## src/shared/rtc_params.svh

```systemverilog
// Purpose: Named offsets, field positions, reset values and counts for the calendar timer.
// Assumes: Included by its bare name from every design file that needs it.
// Notes:   Definitions only.
`ifndef RTC_PARAMS_SVH
`define RTC_PARAMS_SVH

`define RTC_ADDR_W 12
`define OFF_SECONDS 12'h118
`define OFF_MINUTES 12'h119
`define OFF_HOURS 12'h11a
`define OFF_WEEKDAY 12'h11b
`define OFF_CTRL1 12'h11c
`define OFF_CTRL2 12'h11d
`define OFF_CSRC 12'h11e
`define OFF_ADJUST 12'h11f

`define C1_SRST 4
`define C1_RESET 8'h00
`define C1_RD_MASK 8'hfe
`define CSRC_RESET 8'h08
`define CSRC_MASK 8'h7f
`define C2_MASK 8'h1f
`define ADJ_DEC 0
`define ADJ_INC 1
`define IE_WEEK 0
`define IE_DAY 1
`define IE_HOUR 2
`define IE_MIN 3
`define IE_SEC 4

`define SEC_MASK 8'h7f
`define MIN_MASK 8'h7f
`define HR_MASK 8'h3f
`define SEC_MAX 8'h59
`define MIN_MAX 8'h59
`define HR24_MAX 8'h23
`define HR12_MAX 8'h11
`define WK_MAX 3'h6
`define SLOW_EDGE_TOP 3'h7
`define CNT4_TOP 4'hf
`define CNT8_TOP 8'hff
`define HZ_BIT 7

`endif

```

## src/shared/rtc_pkg.sv

```systemverilog
// Purpose: Types shared by the calendar timer files.
// Assumes: Nothing imported; users write rtc_pkg::name.
// Notes:   Control layout is msb first.
package rtc_pkg;

   typedef enum logic [2:0] {
      OSEL_F2 = 3'h0,
      OSEL_FC = 3'h1,
      OSEL_F4 = 3'h2,
      OSEL_1HZ = 3'h3,
      OSEL_F8 = 3'h4
   } out_sel_e;

   typedef struct packed {
      logic run_control;
      logic hour_format_select;
      logic meridiem_flag;
      logic soft_timer_reset;
      logic irq_timing;
      logic clock_out_enable;
      logic count_status_flag;
      logic unused_b0;
   } ctrl1_s;

   typedef struct packed {
      logic f2;
      logic fc;
      logic f4;
      logic f8;
   } clk_taps_s;

endpackage

```

## src/logic/rtc_calendar.sv

```systemverilog
// Purpose: Calendar mode of the timer: second tick, BCD time counters, periodic requests, clock out.
// Assumes: One clock, register port with read data one cycle after the read strobe.
// Notes:   Request output is a one-cycle pulse for an outside interrupt controller.
//
// Decided for this implementation: strobed register access.
`timescale 1ns/1ps
`include "rtc_params.svh"
module rtc_calendar #(
   parameter int ADDR_W = `RTC_ADDR_W
) (
   input wire logic clk_i,
   input wire logic rst_i,
   input wire logic subclk_edge_i,
   input wire logic [ADDR_W-1:0] addr_i,
   input wire logic [7:0] wdata_i,
   input wire logic we_i,
   input wire logic re_i,
   output logic [7:0] rdata_o,
   output logic timer_output_pin_o,
   output logic timer_output_oe_o,
   output logic periodic_irq_o
);
   // ---------------------------------------------------------------
   // State
   // ---------------------------------------------------------------
   rtc_pkg::ctrl1_s ctrl1_r;
   logic [6:0] csrc_r;
   logic [4:0] ctrl2_r;
   logic [1:0] adj_r;
   logic [7:0] sec_r;
   logic [7:0] min_r;
   logic [7:0] hr_r;
   logic [2:0] wk_r;
   logic div2_r;
   logic [3:0] cnt4_r;
   logic [7:0] cnt8_r;
   rtc_pkg::clk_taps_s taps;
   logic slow_en;

   rtc_divider u_div (
      .clk_i(clk_i),
      .rst_i(rst_i),
      .subclk_edge_i(subclk_edge_i),
      .taps_o(taps),
      .slow_en_o(slow_en)
   );

   // Returns {wrap, next} for a BCD count that runs 00..top
   function automatic logic [8:0] bcd_inc(input logic [7:0] v, input logic [7:0] top);
      logic [8:0] r;
      if (v == top)
         r = 9'h100;
      else if (v[3:0] == 4'h9)
         r = {1'b0, v[7:4] + 4'h1, 4'h0};
      else
         r = {1'b0, v + 8'h01};
      return r;
   endfunction

   // ---------------------------------------------------------------
   // Register port decode
   // ---------------------------------------------------------------
   wire wr_c1 = we_i && (addr_i == ADDR_W'(`OFF_CTRL1));
   wire wr_c2 = we_i && (addr_i == ADDR_W'(`OFF_CTRL2));
   wire wr_cs = we_i && (addr_i == ADDR_W'(`OFF_CSRC));
   wire wr_adj = we_i && (addr_i == ADDR_W'(`OFF_ADJUST));
   wire time_wr_ok = !ctrl1_r.run_control && !ctrl1_r.count_status_flag;
   wire wr_sec = we_i && time_wr_ok && (addr_i == ADDR_W'(`OFF_SECONDS));
   wire wr_min = we_i && time_wr_ok && (addr_i == ADDR_W'(`OFF_MINUTES));
   wire wr_hr = we_i && time_wr_ok && (addr_i == ADDR_W'(`OFF_HOURS));
   wire wr_wk = we_i && time_wr_ok && (addr_i == ADDR_W'(`OFF_WEEKDAY));
   rtc_pkg::ctrl1_s c1_wr;
   assign c1_wr = rtc_pkg::ctrl1_s'(wdata_i);
   // The reset acts on the write that drops the bit after it was set
   wire soft_rst = wr_c1 && ctrl1_r.soft_timer_reset && !wdata_i[`C1_SRST];
   wire adj_inc = wr_adj && wdata_i[`ADJ_INC] && !wdata_i[`ADJ_DEC];
   wire adj_dec = wr_adj && wdata_i[`ADJ_DEC] && !wdata_i[`ADJ_INC];

   // ---------------------------------------------------------------
   // Prescale chain and time carries
   // ---------------------------------------------------------------
   wire count_en = ctrl1_r.count_status_flag && slow_en;
   wire cnt4_step = count_en && div2_r;
   wire cnt8_step = cnt4_step && (cnt4_r == `CNT4_TOP);
   wire sec_tick = cnt8_step && (cnt8_r == `CNT8_TOP);
   wire [7:0] hr_top = ctrl1_r.hour_format_select ? `HR24_MAX : `HR12_MAX;
   wire [8:0] sec_w = bcd_inc(sec_r, `SEC_MAX);
   wire [8:0] min_w = bcd_inc(min_r, `MIN_MAX);
   wire [8:0] hr_w = bcd_inc(hr_r, hr_top);
   wire min_upd = sec_tick && sec_w[8];
   wire hr_upd = min_upd && min_w[8];
   wire hr_wrap = hr_upd && hr_w[8];
   wire mer_flip = hr_wrap && !ctrl1_r.hour_format_select;
   // In 12-hour format the day ends only when the afternoon wraps; 24-hour ignores the flag
   wire day_upd = hr_wrap && (ctrl1_r.hour_format_select || ctrl1_r.meridiem_flag);
   wire [2:0] wk_next = (wk_r == `WK_MAX) ? 3'h0 : wk_r + 3'h1;
   wire week_evt = day_upd && (wk_r == `WK_MAX);
   wire irq_nxt = (ctrl2_r[`IE_SEC] && sec_tick) || (ctrl2_r[`IE_MIN] && min_upd) ||
                  (ctrl2_r[`IE_HOUR] && hr_upd) || (ctrl2_r[`IE_DAY] && day_upd) ||
                  (ctrl2_r[`IE_WEEK] && week_evt);

   // ---------------------------------------------------------------
   // Clock output select
   // ---------------------------------------------------------------
   wire [2:0] osel = csrc_r[6:4];
   wire osel_clk = (osel == rtc_pkg::OSEL_F2) ? taps.f2 :
                   (osel == rtc_pkg::OSEL_FC) ? taps.fc :
                   (osel == rtc_pkg::OSEL_F4) ? taps.f4 :
                   (osel == rtc_pkg::OSEL_1HZ) ? cnt8_r[`HZ_BIT] :
                   (osel == rtc_pkg::OSEL_F8) ? taps.f8 : 1'b0;
   wire pin_nxt = ctrl1_r.clock_out_enable && osel_clk;

   // ---------------------------------------------------------------
   // Read mux
   // ---------------------------------------------------------------
   wire [7:0] rd_mux =
      (addr_i == ADDR_W'(`OFF_SECONDS)) ? sec_r :
      (addr_i == ADDR_W'(`OFF_MINUTES)) ? min_r :
      (addr_i == ADDR_W'(`OFF_HOURS)) ? hr_r :
      (addr_i == ADDR_W'(`OFF_WEEKDAY)) ? {5'h00, wk_r} :
      (addr_i == ADDR_W'(`OFF_CTRL1)) ? (ctrl1_r & `C1_RD_MASK) :
      (addr_i == ADDR_W'(`OFF_CTRL2)) ? {3'h0, ctrl2_r} :
      (addr_i == ADDR_W'(`OFF_CSRC)) ? {1'b0, csrc_r} :
      (addr_i == ADDR_W'(`OFF_ADJUST)) ? {6'h00, adj_r} : 8'h00;

   // ---------------------------------------------------------------
   // Control registers
   // ---------------------------------------------------------------
   always_ff @(posedge clk_i or posedge rst_i) begin
      if (rst_i) begin
         ctrl1_r <= rtc_pkg::ctrl1_s'(`C1_RESET);
         csrc_r <= 7'(`CSRC_RESET);
         adj_r <= 2'h0;
      end else begin
         if (wr_c1) begin
            ctrl1_r.run_control <= c1_wr.run_control && !soft_rst;
            ctrl1_r.hour_format_select <= c1_wr.hour_format_select && !soft_rst;
            ctrl1_r.meridiem_flag <= c1_wr.meridiem_flag && !soft_rst;
            ctrl1_r.soft_timer_reset <= c1_wr.soft_timer_reset;
            ctrl1_r.irq_timing <= c1_wr.irq_timing && !soft_rst;
            ctrl1_r.clock_out_enable <= c1_wr.clock_out_enable;
         end else if (mer_flip) begin
            ctrl1_r.meridiem_flag <= ~ctrl1_r.meridiem_flag;
         end
         // Status follows the run bit at the count source rate
         if (soft_rst)
            ctrl1_r.count_status_flag <= 1'b0;
         else if (slow_en)
            ctrl1_r.count_status_flag <= ctrl1_r.run_control;
         if (wr_cs)
            csrc_r <= wdata_i[6:0];
         if (wr_adj)
            adj_r <= wdata_i[1:0];
      end
   end

   // ---------------------------------------------------------------
   // Prescale counters
   // ---------------------------------------------------------------
   always_ff @(posedge clk_i or posedge rst_i) begin
      if (rst_i) begin
         div2_r <= 1'b0;
         cnt4_r <= 4'h0;
         cnt8_r <= 8'h00;
      end else if (soft_rst) begin
         div2_r <= 1'b0;
         cnt4_r <= 4'h0;
         cnt8_r <= 8'h00;
      end else begin
         if (count_en)
            div2_r <= ~div2_r;
         if (cnt4_step)
            cnt4_r <= cnt4_r + 4'h1;
         // A correction write wins over a count step in the same cycle
         if (adj_inc)
            cnt8_r <= cnt8_r + 8'h01;
         else if (adj_dec)
            cnt8_r <= cnt8_r - 8'h01;
         else if (cnt8_step && !wr_adj)
            cnt8_r <= cnt8_r + 8'h01;
      end
   end

   // ---------------------------------------------------------------
   // Time counters
   // ---------------------------------------------------------------
   always_ff @(posedge clk_i or posedge rst_i) begin
      if (rst_i) begin
         sec_r <= 8'h00;
         min_r <= 8'h00;
         hr_r <= 8'h00;
         wk_r <= 3'h0;
         ctrl2_r <= 5'h00;
      end else if (soft_rst) begin
         sec_r <= 8'h00;
         min_r <= 8'h00;
         hr_r <= 8'h00;
         wk_r <= 3'h0;
         ctrl2_r <= 5'h00;
      end else begin
         if (wr_sec)
            sec_r <= wdata_i & `SEC_MASK;
         else if (sec_tick)
            sec_r <= sec_w[7:0];
         if (wr_min)
            min_r <= wdata_i & `MIN_MASK;
         else if (min_upd)
            min_r <= min_w[7:0];
         if (wr_hr)
            hr_r <= wdata_i & `HR_MASK;
         else if (hr_upd)
            hr_r <= hr_w[7:0];
         if (wr_wk)
            wk_r <= wdata_i[2:0];
         else if (day_upd)
            wk_r <= wk_next;
         if (wr_c2)
            ctrl2_r <= wdata_i[4:0] & 5'(`C2_MASK);
      end
   end

   // ---------------------------------------------------------------
   // Outputs
   // ---------------------------------------------------------------
   always_ff @(posedge clk_i or posedge rst_i) begin
      if (rst_i) begin
         rdata_o <= 8'h00;
         timer_output_pin_o <= 1'b0;
         timer_output_oe_o <= 1'b0;
         periodic_irq_o <= 1'b0;
      end else begin
         rdata_o <= re_i ? rd_mux : 8'h00;
         timer_output_pin_o <= pin_nxt;
         timer_output_oe_o <= ctrl1_r.clock_out_enable;
         periodic_irq_o <= irq_nxt && !soft_rst;
      end
   end
endmodule

```

## src/logic/rtc_divider.sv

```systemverilog
// Purpose: Square-wave taps of the system clock and the sub-clock, and the count source enable.
// Assumes: subclk_edge_i pulses once per edge of the sub-clock, synchronous to clk_i.
// Notes:   Not touched by the soft timer reset.
`timescale 1ns/1ps
`include "rtc_params.svh"
module rtc_divider (
   input wire logic clk_i,
   input wire logic rst_i,
   input wire logic subclk_edge_i,
   output rtc_pkg::clk_taps_s taps_o,
   output logic slow_en_o
);
   logic [2:0] sys_cnt_r;
   logic [2:0] edge_cnt_r;
   logic fc_r;

   assign taps_o.f2 = sys_cnt_r[0];
   assign taps_o.f4 = sys_cnt_r[1];
   assign taps_o.f8 = sys_cnt_r[2];
   assign taps_o.fc = fc_r;

   // Eight sub-clock edges make one count source period
   always_ff @(posedge clk_i or posedge rst_i) begin
      if (rst_i) begin
         sys_cnt_r <= 3'h0;
         edge_cnt_r <= 3'h0;
         fc_r <= 1'b0;
         slow_en_o <= 1'b0;
      end else begin
         sys_cnt_r <= sys_cnt_r + 3'h1;
         slow_en_o <= subclk_edge_i && (edge_cnt_r == `SLOW_EDGE_TOP);
         if (subclk_edge_i) begin
            fc_r <= ~fc_r;
            edge_cnt_r <= edge_cnt_r + 3'h1;
         end
      end
   end
endmodule

```

## config.mk

```make
export PLATFORM = sky130hd
export DESIGN_NAME = rtc_calendar
export DESIGN_NICKNAME = d
export VERILOG_FILES = /design/src/shared/rtc_pkg.sv /design/src/logic/rtc_calendar.sv /design/src/logic/rtc_divider.sv
export VERILOG_INCLUDE_DIRS = /design/src /design/src/shared
export SDC_FILE = /design/constraint.sdc
export NUM_CORES = 1
export LEC_CHECK = 0
export CORE_ASPECT_RATIO = 0.5
export CORE_MARGIN = 2
export CORE_UTILIZATION = 27
export DETAILED_ROUTE_END_ITERATION = 7
export DONT_BUFFER_PORTS = 1
export PLACE_DENSITY = 0.47
export SYNTH_ARGS = -nofsm -noshare
export SYNTH_HDL_FRONTEND = slang
export SYNTH_SLANG_ARGS = --single-unit
```

## constraint.sdc

```tcl
create_clock -name clk_i -period 2.5 [get_ports clk_i]
set_input_delay 0.375 -clock clk_i [delete_from_list [all_inputs] [get_ports clk_i]]
set_output_delay 0.375 -clock clk_i [all_outputs]
set_load 0.005 [all_outputs]
```

==> results by group, run 1 <==
Final layout
  – Net count of the finished layout: 608
  – Antenna diodes: 0
  – Fraction of final layout cells sized beyond drive strength 1: 15.9%
  – Area overhead of the layout relative to synthesis: 15.5%
  – Final cell area excluding filler cells: 5780 µm²

Drt
  – Total number of vias: 4183
  – 1st-pass router iterations: 5
  – Wire length after detailed routing: 14600 µm
  – Post-detailed-route wirelength per cell: 18.0 µm
  – DR DRC count: 0
  – Remaining antenna violation count after routing: 0
  – Number of violations reported at the end of detailed-routing iteration 0: 335
  – Routed via count divided by cell count: 5.16

Power
  – Peak ir drop on the vdd network: 301 µV
  – Pwr per Cell Area: 549 nW/µm²
  – Overall power consumption: 3.17 mW
  – Standby leakage power: 2.46 nW

Logic synthesis
  – Main combinational cell family by area after synthesis: simple AND/OR/NAND/NOR gates
  – Cell variety after synth: 67
  – Adder-cell area share of the yosys netlist: 4.25%
  – Top-area cell type share of the netlist area: 39.5%
  – Number of flops mapped to enable cells by yosys: 0
  – FF+latch count, synth: 80
  – Number of warnings issued by yosys: 0
  – Fraction of the mapped netlist area in simple logic gates: 25.4%
  – Cell accounting for the most synthesized area: dfrtp_1
  – Post-synthesis sequential area ratio: 40.1%
  – Synthesized-area fraction occupied by ao, oa, aoi and oai cells: 14.0%
  – Mean Syn Cell Area: 9.18 µm²
  – Mux cell area share after synthesis: 9.61%
  – Post-synthesis async set-or-reset flop share: 100%
  – Synthesized net count: 587
  – Post-synthesis instance total: 545
  – Most frequently used flop master after synthesis: dfrtp_1
  – Mapped Area: 5000 µm²
  – XOR/XNOR share of the synthesized area: 3.33%
  – Leading post-synthesis cells by cell area: dfrtp_1, mux2i_1, ha_1

GRT
  – Tot GR Track Use: 15.3%
  – Gr ovfl total: 0
  – Pin count of the biggest net entering global routing: 81
  – Global-route wire length before repair: 23000 µm
  – Antenna violations before repair: 0
  – Via count of the first global-routing pass: 3936

Clock tree
  – Inserted Clock Buffers: 9
  – Insertion delay to the later sink of the worst-skew pair: 0.34 ns
  – TritonCTS clock tree: built
  – Buffer count from post-CTS setup fixing: 0
  – Number of sinks handled by clock tree synthesis: 80
  – Maximum level of the CTS H-tree: 3
  – Number of buffers added to fix hold violations after cts: 0
  – Clock-pin slew on the worst setup and hold paths: 0.07 ns
  – CTS Root Buffer Type: clkbuf_16
  – CTS Buffer Depth: 2

STA
  – F_max: 435 MHz
  – Setup TNS Final: 0 ns
  – Final critical-path required period: 2.30 ns
  – Period utilization: 91.9%
  – Final clock skew: 0.00940 ns
  – Number of setup violations in the final report: 0
  – Unrepaired setup endpoints after global routing: false
  – Count of final max-slew check failures: 0
  – Number of hold violations in the final report: 6
  – Hold slack final: -0.0333 ns
  – Worst slew pin tran: 0.689 ns
  – Headroom to the max-slew limit: 54.0%

Run status
  – Result of the run: complete, but fails checks
  – Violations in the final reports: hold timing

Floorplanning
  – Std-Cell Rows: 35
  – Starting density of the core: 27.4%
  – Overall die area: 19700 µm²
  – Floorplan core area: 18300 µm²
  – Die Y-Extent: 100 µm
  – Ports placed on the boundary: 36
  – Width of the chip: 196 µm

Worst setup path
  – Sort of element at the end of the critical path: flop
  – Critical path peak fanout: 5
  – Crit-path slowest cell: or4_1
  – Worst path required time: 2.72 ns
  – Critical path arrival: 2.52 ns
  – Worst-path cell chain: ha_1, nand3_1, or4_1, a2111oi_2, buf_4, mux2i_1, nor3_1
  – Slowest Stage Delay on Critical Path: 0.60 ns
  – Critical Setup Path Class: flop to flop
  – Crit. Startpoint: cnt8_r[0]
  – Number of buffer and inverter instances along the worst setup path: 1
  – Element type at the critical path start: flop
  – Cell family with most CP delay: simple AND/OR/NAND/NOR gates
  – Startpoint of the worst register-to-register path: cnt8_r[0]

Placed design
  – HPWL reported at the end of detailed placement: 10800 µm
  – Placed instance area: 5490 µm²
  – Buffers on Ports: 0
  – Gpl congestion: 0.856

Hold path
  – Worst min-delay path class: input pin to async pin

Job
  – Number of maximum-capacitance constraint violations: 0
-- path summary, 6_finish.rpt --
path	end	slack, ns	cells after the start
worst min register to register	timer_output_oe_o	0.45	0
worst min-delay path	u_div.edge_cnt_r[0]	-0.03	2
max in group asynchronous	sec_r[3]	2.14	2
worst max register to register	sec_r[7]	0.20	7
worst max-delay path	sec_r[7]	0.20	7
min in group clk_i	u_div.fc_r	0.11	1
-- sequential cells by signal, summed over array words and instances (netlist names), 4 cells and up --
name and count:
sec_r 8, ctrl1_r 7, rdata_o 8, ctrl2_r 5
cnt4_r 4, min_r 8, hr_r 8, cnt8_r 8
csrc_r 7
-- kinds of logic after synthesis --
group | Yosys count
flops | 80
xor+xnor | 19
buf+inv | 41
fa+ha+maj | 17
compound gates | 109
simple gates | 236
mux | 43
-- area by class of cell --
cell class	instances	area [µm²]
clock inverters	7	53.8
multi-input cells	424	2840
flip-flops and latches	80	2000
repair buffers	36	295
inverters	15	57.6
clock buffers	9	225
well taps	240	300
fillers	1896	12500
-- what timing repair did --
action,in CTS,in global routing
setup endpoints to repair,1,2
gates resized for setup,1,2
hold endpoints to repair,0,0
-- through the flow --
step	worst slack, ns	instances	util (%)
after floorplan	0.0749	545	-
after global placement	0.0290	795	30.1
after detailed placement	0.0125	795	30.1
after CTS	0.0864	811	31.6
after global routing	0.0481	811	31.6
final	0.203	811	31.6
-- synthesized netlist by cell type (3+ instances only) --
| library cell | instances |
|---|---|
| a211oi_1 | 5 |
| a21boi_0 | 5 |
| a21o_1 | 3 |
| a21oi_1 | 33 |
| a31oi_1 | 8 |
| and2_1 | 5 |
| and3_1 | 6 |
| and4b_1 | 3 |
| buf_2 | 4 |
| clkbuf_1 | 18 |
| dfrtp_1 | 79 |
| ha_1 | 17 |
| inv_1 | 15 |
| mux2_2 | 17 |
| mux2i_1 | 23 |
| nand2_1 | 50 |
| nand2b_1 | 9 |
| nand3_1 | 30 |
| nand3b_1 | 4 |
| nand4_1 | 8 |
| nor2_1 | 53 |
| nor2b_1 | 9 |
| nor3_1 | 21 |
| nor3b_1 | 3 |
| nor4_1 | 6 |
| nor4b_1 | 3 |
| o211a_1 | 6 |
| o211ai_1 | 6 |
| o21ai_0 | 24 |
| or3_1 | 6 |
| xnor2_1 | 10 |
| xor2_1 | 9 |
-- cells in the final DEF (no fill, tap or decap), drive strengths merged, types with 10 or more instances in the layout --
master and instances:
mux2i 24, nor2 54, ha 17, o21ai 25, xnor2 10, inv 16, nor3 22, a21oi 33
nand2 50, buf 36, dfrtp 79, mux2 17, nand3 31
-- per-layer routing --
layer  vias up  part of all wire [%]  GRT usage, %
li1       2023                     -             -
met1      2054                    49          21.8
met2        90                    45          23.7
met3        16                   4.4          3.26
met4         0                   1.3          3.85
met5         -                     0             0
-- power by group --
part           switching, mW  internal (mW)  leakage [nW]
registers             0.0941           1.41         0.981
clock network          0.578          0.682         0.140
logic                  0.213          0.199          1.34
total                  0.885           2.29          2.46
(Power assumes the default switching activity.)
==> inputs of run 2 (changes only) <==
Settings changed: ABC_AREA set to 1.
==> results by group, run 2 <==
Run status
  – Result of the run: finished, final reports clean

Final layout
  – Area overhead of the layout relative to synthesis: 11.9%
  – Post-layout instance count excluding filler cells: 983
  – Fraction of final layout cells sized beyond drive strength 1: 11.3%
  – Highest-count cells in the layout ignoring fill and taps: nand2_1, inv_1, dfrtp_1
  – Final cell area excluding filler cells: 5910 µm²
  – Antenna diodes: 0
  – Most common library cell in the layout ignoring fill and taps: nand2_1
  – Net count of the finished layout: 754

Drt
  – Wire length after detailed routing: 15500 µm
  – Routed via count divided by cell count: 4.78
  – Total number of vias: 4695
  – DR DRC count: 0
  – 1st-pass router iterations: 4
  – Post-detailed-route wirelength per cell: 15.8 µm
  – Number of violations reported at the end of detailed-routing iteration 0: 332
  – Remaining antenna violation count after routing: 0

Logic synthesis
  – Most frequently used flop master after synthesis: dfrtp_1
  – XOR/XNOR share of the synthesized area: 3.65%
  – Post-synthesis sequential area ratio: 37.9%
  – Mean Syn Cell Area: 7.48 µm²
  – Mapped Area: 5280 µm²
  – Number of warnings issued by yosys: 0
  – Synthesized-area fraction occupied by ao, oa, aoi and oai cells: 13.5%
  – Main combinational cell family by area after synthesis: simple AND/OR/NAND/NOR gates
  – Top-area cell type share of the netlist area: 37.4%
  – Mux cell area share after synthesis: 0.616%
  – Synthesized net count: 748
  – Number of flops mapped to enable cells by yosys: 0
  – Adder-cell area share of the yosys netlist: 4.03%
  – Cell accounting for the most synthesized area: dfrtp_1
  – Post-synthesis async set-or-reset flop share: 100%
  – Dominant cell by count in the synthesized netlist: nand2_1
  – Cell variety after synth: 44
  – Post-synthesis instance total: 706
  – Leading post-synthesis cells by cell area: dfrtp_1, nand2_1, nand3_1
  – Fraction of the mapped netlist area in simple logic gates: 30.8%
  – Most instantiated cells after synthesis: nand2_1, inv_1, dfrtp_1
  – FF+latch count, synth: 80

Clock tree
  – CTS Buffer Depth: 2
  – Insertion delay to the later sink of the worst-skew pair: 0.36 ns
  – Number of sinks handled by clock tree synthesis: 80
  – Total of cells resized after clock tree synthesis: 0
  – Clock-pin slew on the worst setup and hold paths: 0.08 ns
  – Inserted Clock Buffers: 9
  – Maximum level of the CTS H-tree: 3
  – CTS Root Buffer Type: clkbuf_16
  – TritonCTS clock tree: built

Worst setup path
  – Worst setup endpoint: hr_r[0]
  – Critical path peak fanout: 13
  – Sort of element at the end of the critical path: flop
  – Capture point of the worst reg-to-reg path: hr_r[0]
  – Worst R2R Path Depth: 12
  – Worst path required time: 2.78 ns
  – Crit. Startpoint: sec_r[1]
  – Critical Setup Path Class: flop to flop
  – Register-to-register setup slack: 0.31 ns
  – Startpoint of the worst register-to-register path: sec_r[1]
  – Element type at the critical path start: flop
  – Critical path arrival: 2.47 ns

Floorplanning
  – Ports placed on the boundary: 36
  – Die Y-Extent: 103 µm
  – Width of the chip: 202 µm
  – Overall die area: 20800 µm²
  – Starting density of the core: 27.3%
  – Floorplan core area: 19300 µm²
  – Std-Cell Rows: 36

Placed design
  – HPWL reported at the end of detailed placement: 11700 µm
  – Placed instance area: 5590 µm²
  – Buffers on Ports: 0
  – Instance count after placement with tap cells included: 966
  – Gpl congestion: 0.865

GRT
  – Via count of the first global-routing pass: 4540
  – Gr ovfl total: 0
  – Antenna violations before repair: 0
  – Tot GR Track Use: 16.1%
  – Global-route wire length before repair: 25600 µm
  – Pin count of the biggest net entering global routing: 57

STA
  – Headroom to the max-slew limit: 54.1%
  – Worst slew pin tran: 0.683 ns
  – Unrepaired setup endpoints after global routing: false
  – Final clock skew: 0.00867 ns
  – Number of hold violations in the final report: 0
  – Count of final max-slew check failures: 0
  – Number of setup violations in the final report: 0
  – Hold slack final: 0.0963 ns
  – Period utilization: 87.5%
  – Setup TNS Final: 0 ns
  – F_max: 457 MHz
  – Final critical-path required period: 2.19 ns

Job
  – Number of maximum-capacitance constraint violations: 0

Power
  – Pwr per Cell Area: 564 nW/µm²
  – Peak ir drop on the vdd network: 234 µV
  – Overall power consumption: 3.33 mW
  – Standby leakage power: 2.89 nW

Hold path
  – Worst min-delay path class: input pin to flop
-- run 2: how the worst min path moves through the flow --
stage / cells past startpoint / slack, ns / endpoint / startpoint
final: 1 / 0.1 / u_div.fc_r / subclk_edge_i
after global routing: 1 / 0.08 / u_div.fc_r / subclk_edge_i
after CTS: 1 / 0.09 / u_div.fc_r / subclk_edge_i
after detailed placement: 1 / 0.29 / u_div.edge_cnt_r[0] / rst_i
after global placement: 1 / 0.29 / u_div.edge_cnt_r[0] / rst_i
after floorplan: 0 / 0.37 / timer_output_oe_o / ctrl1_r[2]
-- run 2: cells by family after synthesis --
group / count (synthesis)
AO/OA/AOI/OAI: 126
XOR/XNOR: 22
adder cells (fa/ha/maj): 17
buffers and inverters: 121
flip-flops: 80
multiplexers: 3
AND/OR/NAND/NOR: 337
-- run 2: critical path, cell delays in order, from the launching register on --
cell and delay [ns]:
dfrtp_1 0.42, inv_1 0.09, ha_1 0.13, nand3_1 0.19, inv_1 0.18, nand3_1 0.22, inv_1 0.13, nand3_2 0.13
nor2_4 0.16, inv_2 0.07, nand3_2 0.20, nand3_1 0.10, o21ai_1 0.09
-- run 2: per-layer routing --
layer | track usage [%] | wire (µm) | share of wire (%) | vias up
met2 | 25.9 | 6850 | 44 | 86
met1 | 21.6 | 7640 | 49 | 2237
met4 | 5.77 | 362 | 2.3 | 0
met5 | 0 | 0 | 0 | -
met3 | 3.35 | 698 | 4.5 | 25
li1 | - | - | - | 2347
-- run 2: per-stage QoR --
step | worst slack [ns] | utilization (%)
after floorplan | 0.0749 | -
after global placement | 0.373 | 28.9
after detailed placement | 0.327 | 28.9
after CTS | 0.303 | 30.6
after global routing | 0.0761 | 30.6
final | 0.311 | 30.6
-- run 2: final cells by class --
type	instances	area (µm²)
clock buffers	9	225
clock inverters	7	83.8
fillers	2082	13400
inverters	107	403
multi-input cells	505	2780
flip-flops and latches	80	2000
well taps	266	333
repair buffers	9	82.6
-- run 2: what timing repair did --
| action | 4_1_cts | 5_1_grt |
|---|---|---|
| hold buffers | 1 | 0 |
| endpoints found under the hold margin | 24 | 0 |
| buffers inserted | 0 | 0 |
-- run 2: report_power, final --
| group | leakage [nW] | total, mW | internal [mW] | switching, mW |
|---|---|---|---|---|
| Combinational | 1.73 | 0.477 | 0.202 | 0.274 |
| Clock | 0.152 | 1.39 | 0.719 | 0.668 |
| Sequential | 1.00 | 1.47 | 1.39 | 0.0805 |
| Total | 2.89 | 3.33 | 2.31 | 1.02 |
==> inputs of run 3 (changes only) <==
Settings changed: GPL_TIMING_DRIVEN set to 0, SYNTH_HIERARCHICAL set to 1.
==> results by group, run 3 <==
Clock tree
  – CTS Root Buffer Type: clkbuf_16
  – Number of sinks handled by clock tree synthesis: 80
  – Clock-pin slew on the worst setup and hold paths: 0.07 ns
  – Buffer count from post-CTS setup fixing: 0
  – CTS Buffer Depth: 2
  – Insertion delay to the later sink of the worst-skew pair: 0.36 ns
  – TritonCTS clock tree: built
  – Inserted Clock Buffers: 9
  – Maximum level of the CTS H-tree: 3

GRT
  – Gr ovfl total: 0
  – Antenna violations before repair: 0
  – Pin count of the biggest net entering global routing: 38
  – Tot GR Track Use: 15.9%
  – Global-route wire length before repair: 25200 µm
  – Via count of the first global-routing pass: 4492

Placed design
  – Instance count after placement with tap cells included: 979
  – Gpl congestion: 0.825
  – Buffers on Ports: 0
  – HPWL reported at the end of detailed placement: 11800 µm
  – DP Worst Slack: 0.155 ns

Worst setup path
  – Critical Setup Path Class: flop to flop
  – Register-to-register setup slack: 0.23 ns
  – Critical path peak fanout: 5
  – Startpoint of the worst register-to-register path: cnt8_r[0]
  – Worst path required time: 2.76 ns
  – Critical path arrival: 2.53 ns
  – Capture point of the worst reg-to-reg path: periodic_irq_o
  – Worst R2R Path Depth: 11
  – Sort of element at the end of the critical path: flop
  – Element type at the critical path start: flop

Final layout
  – Total area of multi-input combinational cells: 2800 µm²
  – Net count of the finished layout: 767
  – Area overhead of the layout relative to synthesis: 12.9%
  – Fraction of final layout cells sized beyond drive strength 1: 11.0%
  – Most common library cell in the layout ignoring fill and taps: nand2_1
  – Post-layout instance count excluding filler cells: 996
  – Fillers: 2104
  – Highest-count cells in the layout ignoring fill and taps: nand2_1, inv_1, dfrtp_1
  – Antenna diodes: 0
  – Sequential cell area: 2000 µm²

Logic synthesis
  – Most instantiated cells after synthesis: nand2_1, inv_1, dfrtp_1
  – Top-area cell type share of the netlist area: 37.6%
  – Post-synthesis instance total: 712
  – Number of warnings issued by yosys: 6
  – Dominant cell by count in the synthesized netlist: nand2_1
  – Main combinational cell family by area after synthesis: simple AND/OR/NAND/NOR gates
  – Mux cell area share after synthesis: 0%
  – Most frequently used flop master after synthesis: dfrtp_1
  – Synthesized-area fraction occupied by ao, oa, aoi and oai cells: 14.2%
  – Post-synthesis sequential area ratio: 38.1%
  – Adder-cell area share of the yosys netlist: 4.05%
  – Cell accounting for the most synthesized area: dfrtp_1
  – Fraction of the mapped netlist area in simple logic gates: 31.2%
  – Number of flops mapped to enable cells by yosys: 0
  – FF+latch count, synth: 80
  – Leading post-synthesis cells by cell area: dfrtp_1, nand2_1, inv_1
  – Mean Syn Cell Area: 7.38 µm²
  – XOR/XNOR share of the synthesized area: 3.83%
  – Mapped Area: 5260 µm²
  – Cell variety after synth: 41
  – Post-synthesis async set-or-reset flop share: 100%
  – Synthesized net count: 754

Drt
  – Total number of vias: 4747
  – Wire length after detailed routing: 15400 µm
  – Number of violations reported at the end of detailed-routing iteration 0: 447
  – DR DRC count: 0
  – Routed via count divided by cell count: 4.77
  – Remaining antenna violation count after routing: 0
  – Post-detailed-route wirelength per cell: 15.5 µm
  – 1st-pass router iterations: 4

STA
  – Period utilization: 90.9%
  – Least setup slack across all paths after layout: 0.228 ns
  – Number of setup violations in the final report: 0
  – Worst slew pin tran: 0.722 ns
  – Final critical-path required period: 2.27 ns
  – Final clock skew: 0.0123 ns
  – Number of hold violations in the final report: 0
  – Unrepaired setup endpoints after global routing: false
  – Setup TNS Final: 0 ns
  – Headroom to the max-slew limit: 51.7%
  – Count of final max-slew check failures: 0
  – F_max: 440 MHz

Hold path
  – Worst min-delay path class: input pin to flop
  – Depth of the worst hold-timing path: 2
  – Hold path endpoint: u_div/slow_en_o
  – Launch instance of the worst min-delay path: subclk_edge_i

Floorplanning
  – Floorplan core area: 19300 µm²
  – Ports placed on the boundary: 36
  – Width of the chip: 201 µm
  – Starting density of the core: 27.3%
  – Overall die area: 20700 µm²
  – Die Y-Extent: 103 µm
  – Std-Cell Rows: 36

Power
  – Standby leakage power: 2.88 nW
  – Peak ir drop on the vdd network: 275 µV
  – Pwr per Cell Area: 534 nW/µm²

Run status
  – Result of the run: finished, final reports clean

Job
  – Number of maximum-capacitance constraint violations: 0
## run 3: changes by cell type in the layout (fill, tap and decap cells not counted), sizes merged, moves of 4 or more
cell	before	now
buf	8	12
clkbuf	9	14
inv	111	103
nand3	86	76
nand4	16	20
nor2	55	61
o21ai	73	84
o22ai	11	5
o31ai	2	6
## run 3: worst max-delay path by stage
stage / from / end / slack [ns] / cells after the start
after floorplan: rst_i / adj_r[0] / 0.30 / 1
after global placement: rst_i / hr_r[4] / -0.72 / 1
after detailed placement: cnt8_r[0] / periodic_irq_o / 0.16 / 11
after CTS: cnt8_r[0] / periodic_irq_o / 0.14 / 11
after global routing: cnt8_r[0] / periodic_irq_o / 0.06 / 11
final: cnt8_r[0] / periodic_irq_o / 0.23 / 11
## run 3: where the power goes
part | total (mW) | switching (mW) | internal (mW)
registers | 1.43 | 0.0641 | 1.37
clock network | 1.39 | 0.578 | 0.810
logic | 0.350 | 0.220 | 0.130
## run 3: layout make-up
| cell class | instances | share of cell area [%] |
|---|---|---|
| buffer | 14 | 1.26 |
| clock buffer | 11 | 4.09 |
| tap | 266 | 5.61 |
| clock inverter | 5 | 1.10 |
| multi-input combinational | 516 | 47.2 |
| inverter | 102 | 6.49 |
| sequential | 80 | 33.7 |
| timing repair buffer | 2 | 0.506 |
## run 3: what timing repair did
action	4_1_cts	5_1_grt
hold buffers	1	0
endpoints found under the hold margin	44	0
resized for setup	0	2
setup endpoints to repair	0	6
## run 3: stage by stage
stage	power (mW)	hold slack, ns	cell area, µm²	utilization, %
CTS	3.21	0.104	5930	30.8
floorplan	1.72	0.191	5260	-
detailed placement	1.81	0.234	5610	29.1
finish	3.17	0.113	5940	30.8
global route	3.34	0.118	5940	30.8
global placement	1.79	0.230	5590	29.0
## run 3: logic make-up (layout without fill, tap and decap cells)
logic type | Yosys count | after routing
xor+xnor | 23 | 23
flops | 80 | 80
compound gates | 133 | 133
buf+inv | 116 | 134
fa+ha+maj | 17 | 17
simple gates | 343 | 343
## run 3: per-layer routing
metal  wire, µm  up-vias  GRT usage (%)  share of wire, %
met4        216        0           4.69               1.4
met3        866       15           3.70               5.6
met1       7510     2254           21.8                49
met5          0        -              0                 0
li1           -     2385              -                 -
met2       6810       93           25.3                44
## run 3: critical path, cell delays in order, from the launching register on
cell     delay (ns)
dfrtp_1        0.42
ha_1           0.22
nand3_2        0.11
nor2_1         0.10
nand2_1        0.08
nor2_2         0.23
nand3_1        0.21
nor2_4         0.24
inv_2          0.09
nor2_1         0.10
nand3_1        0.15
a21oi_1        0.22
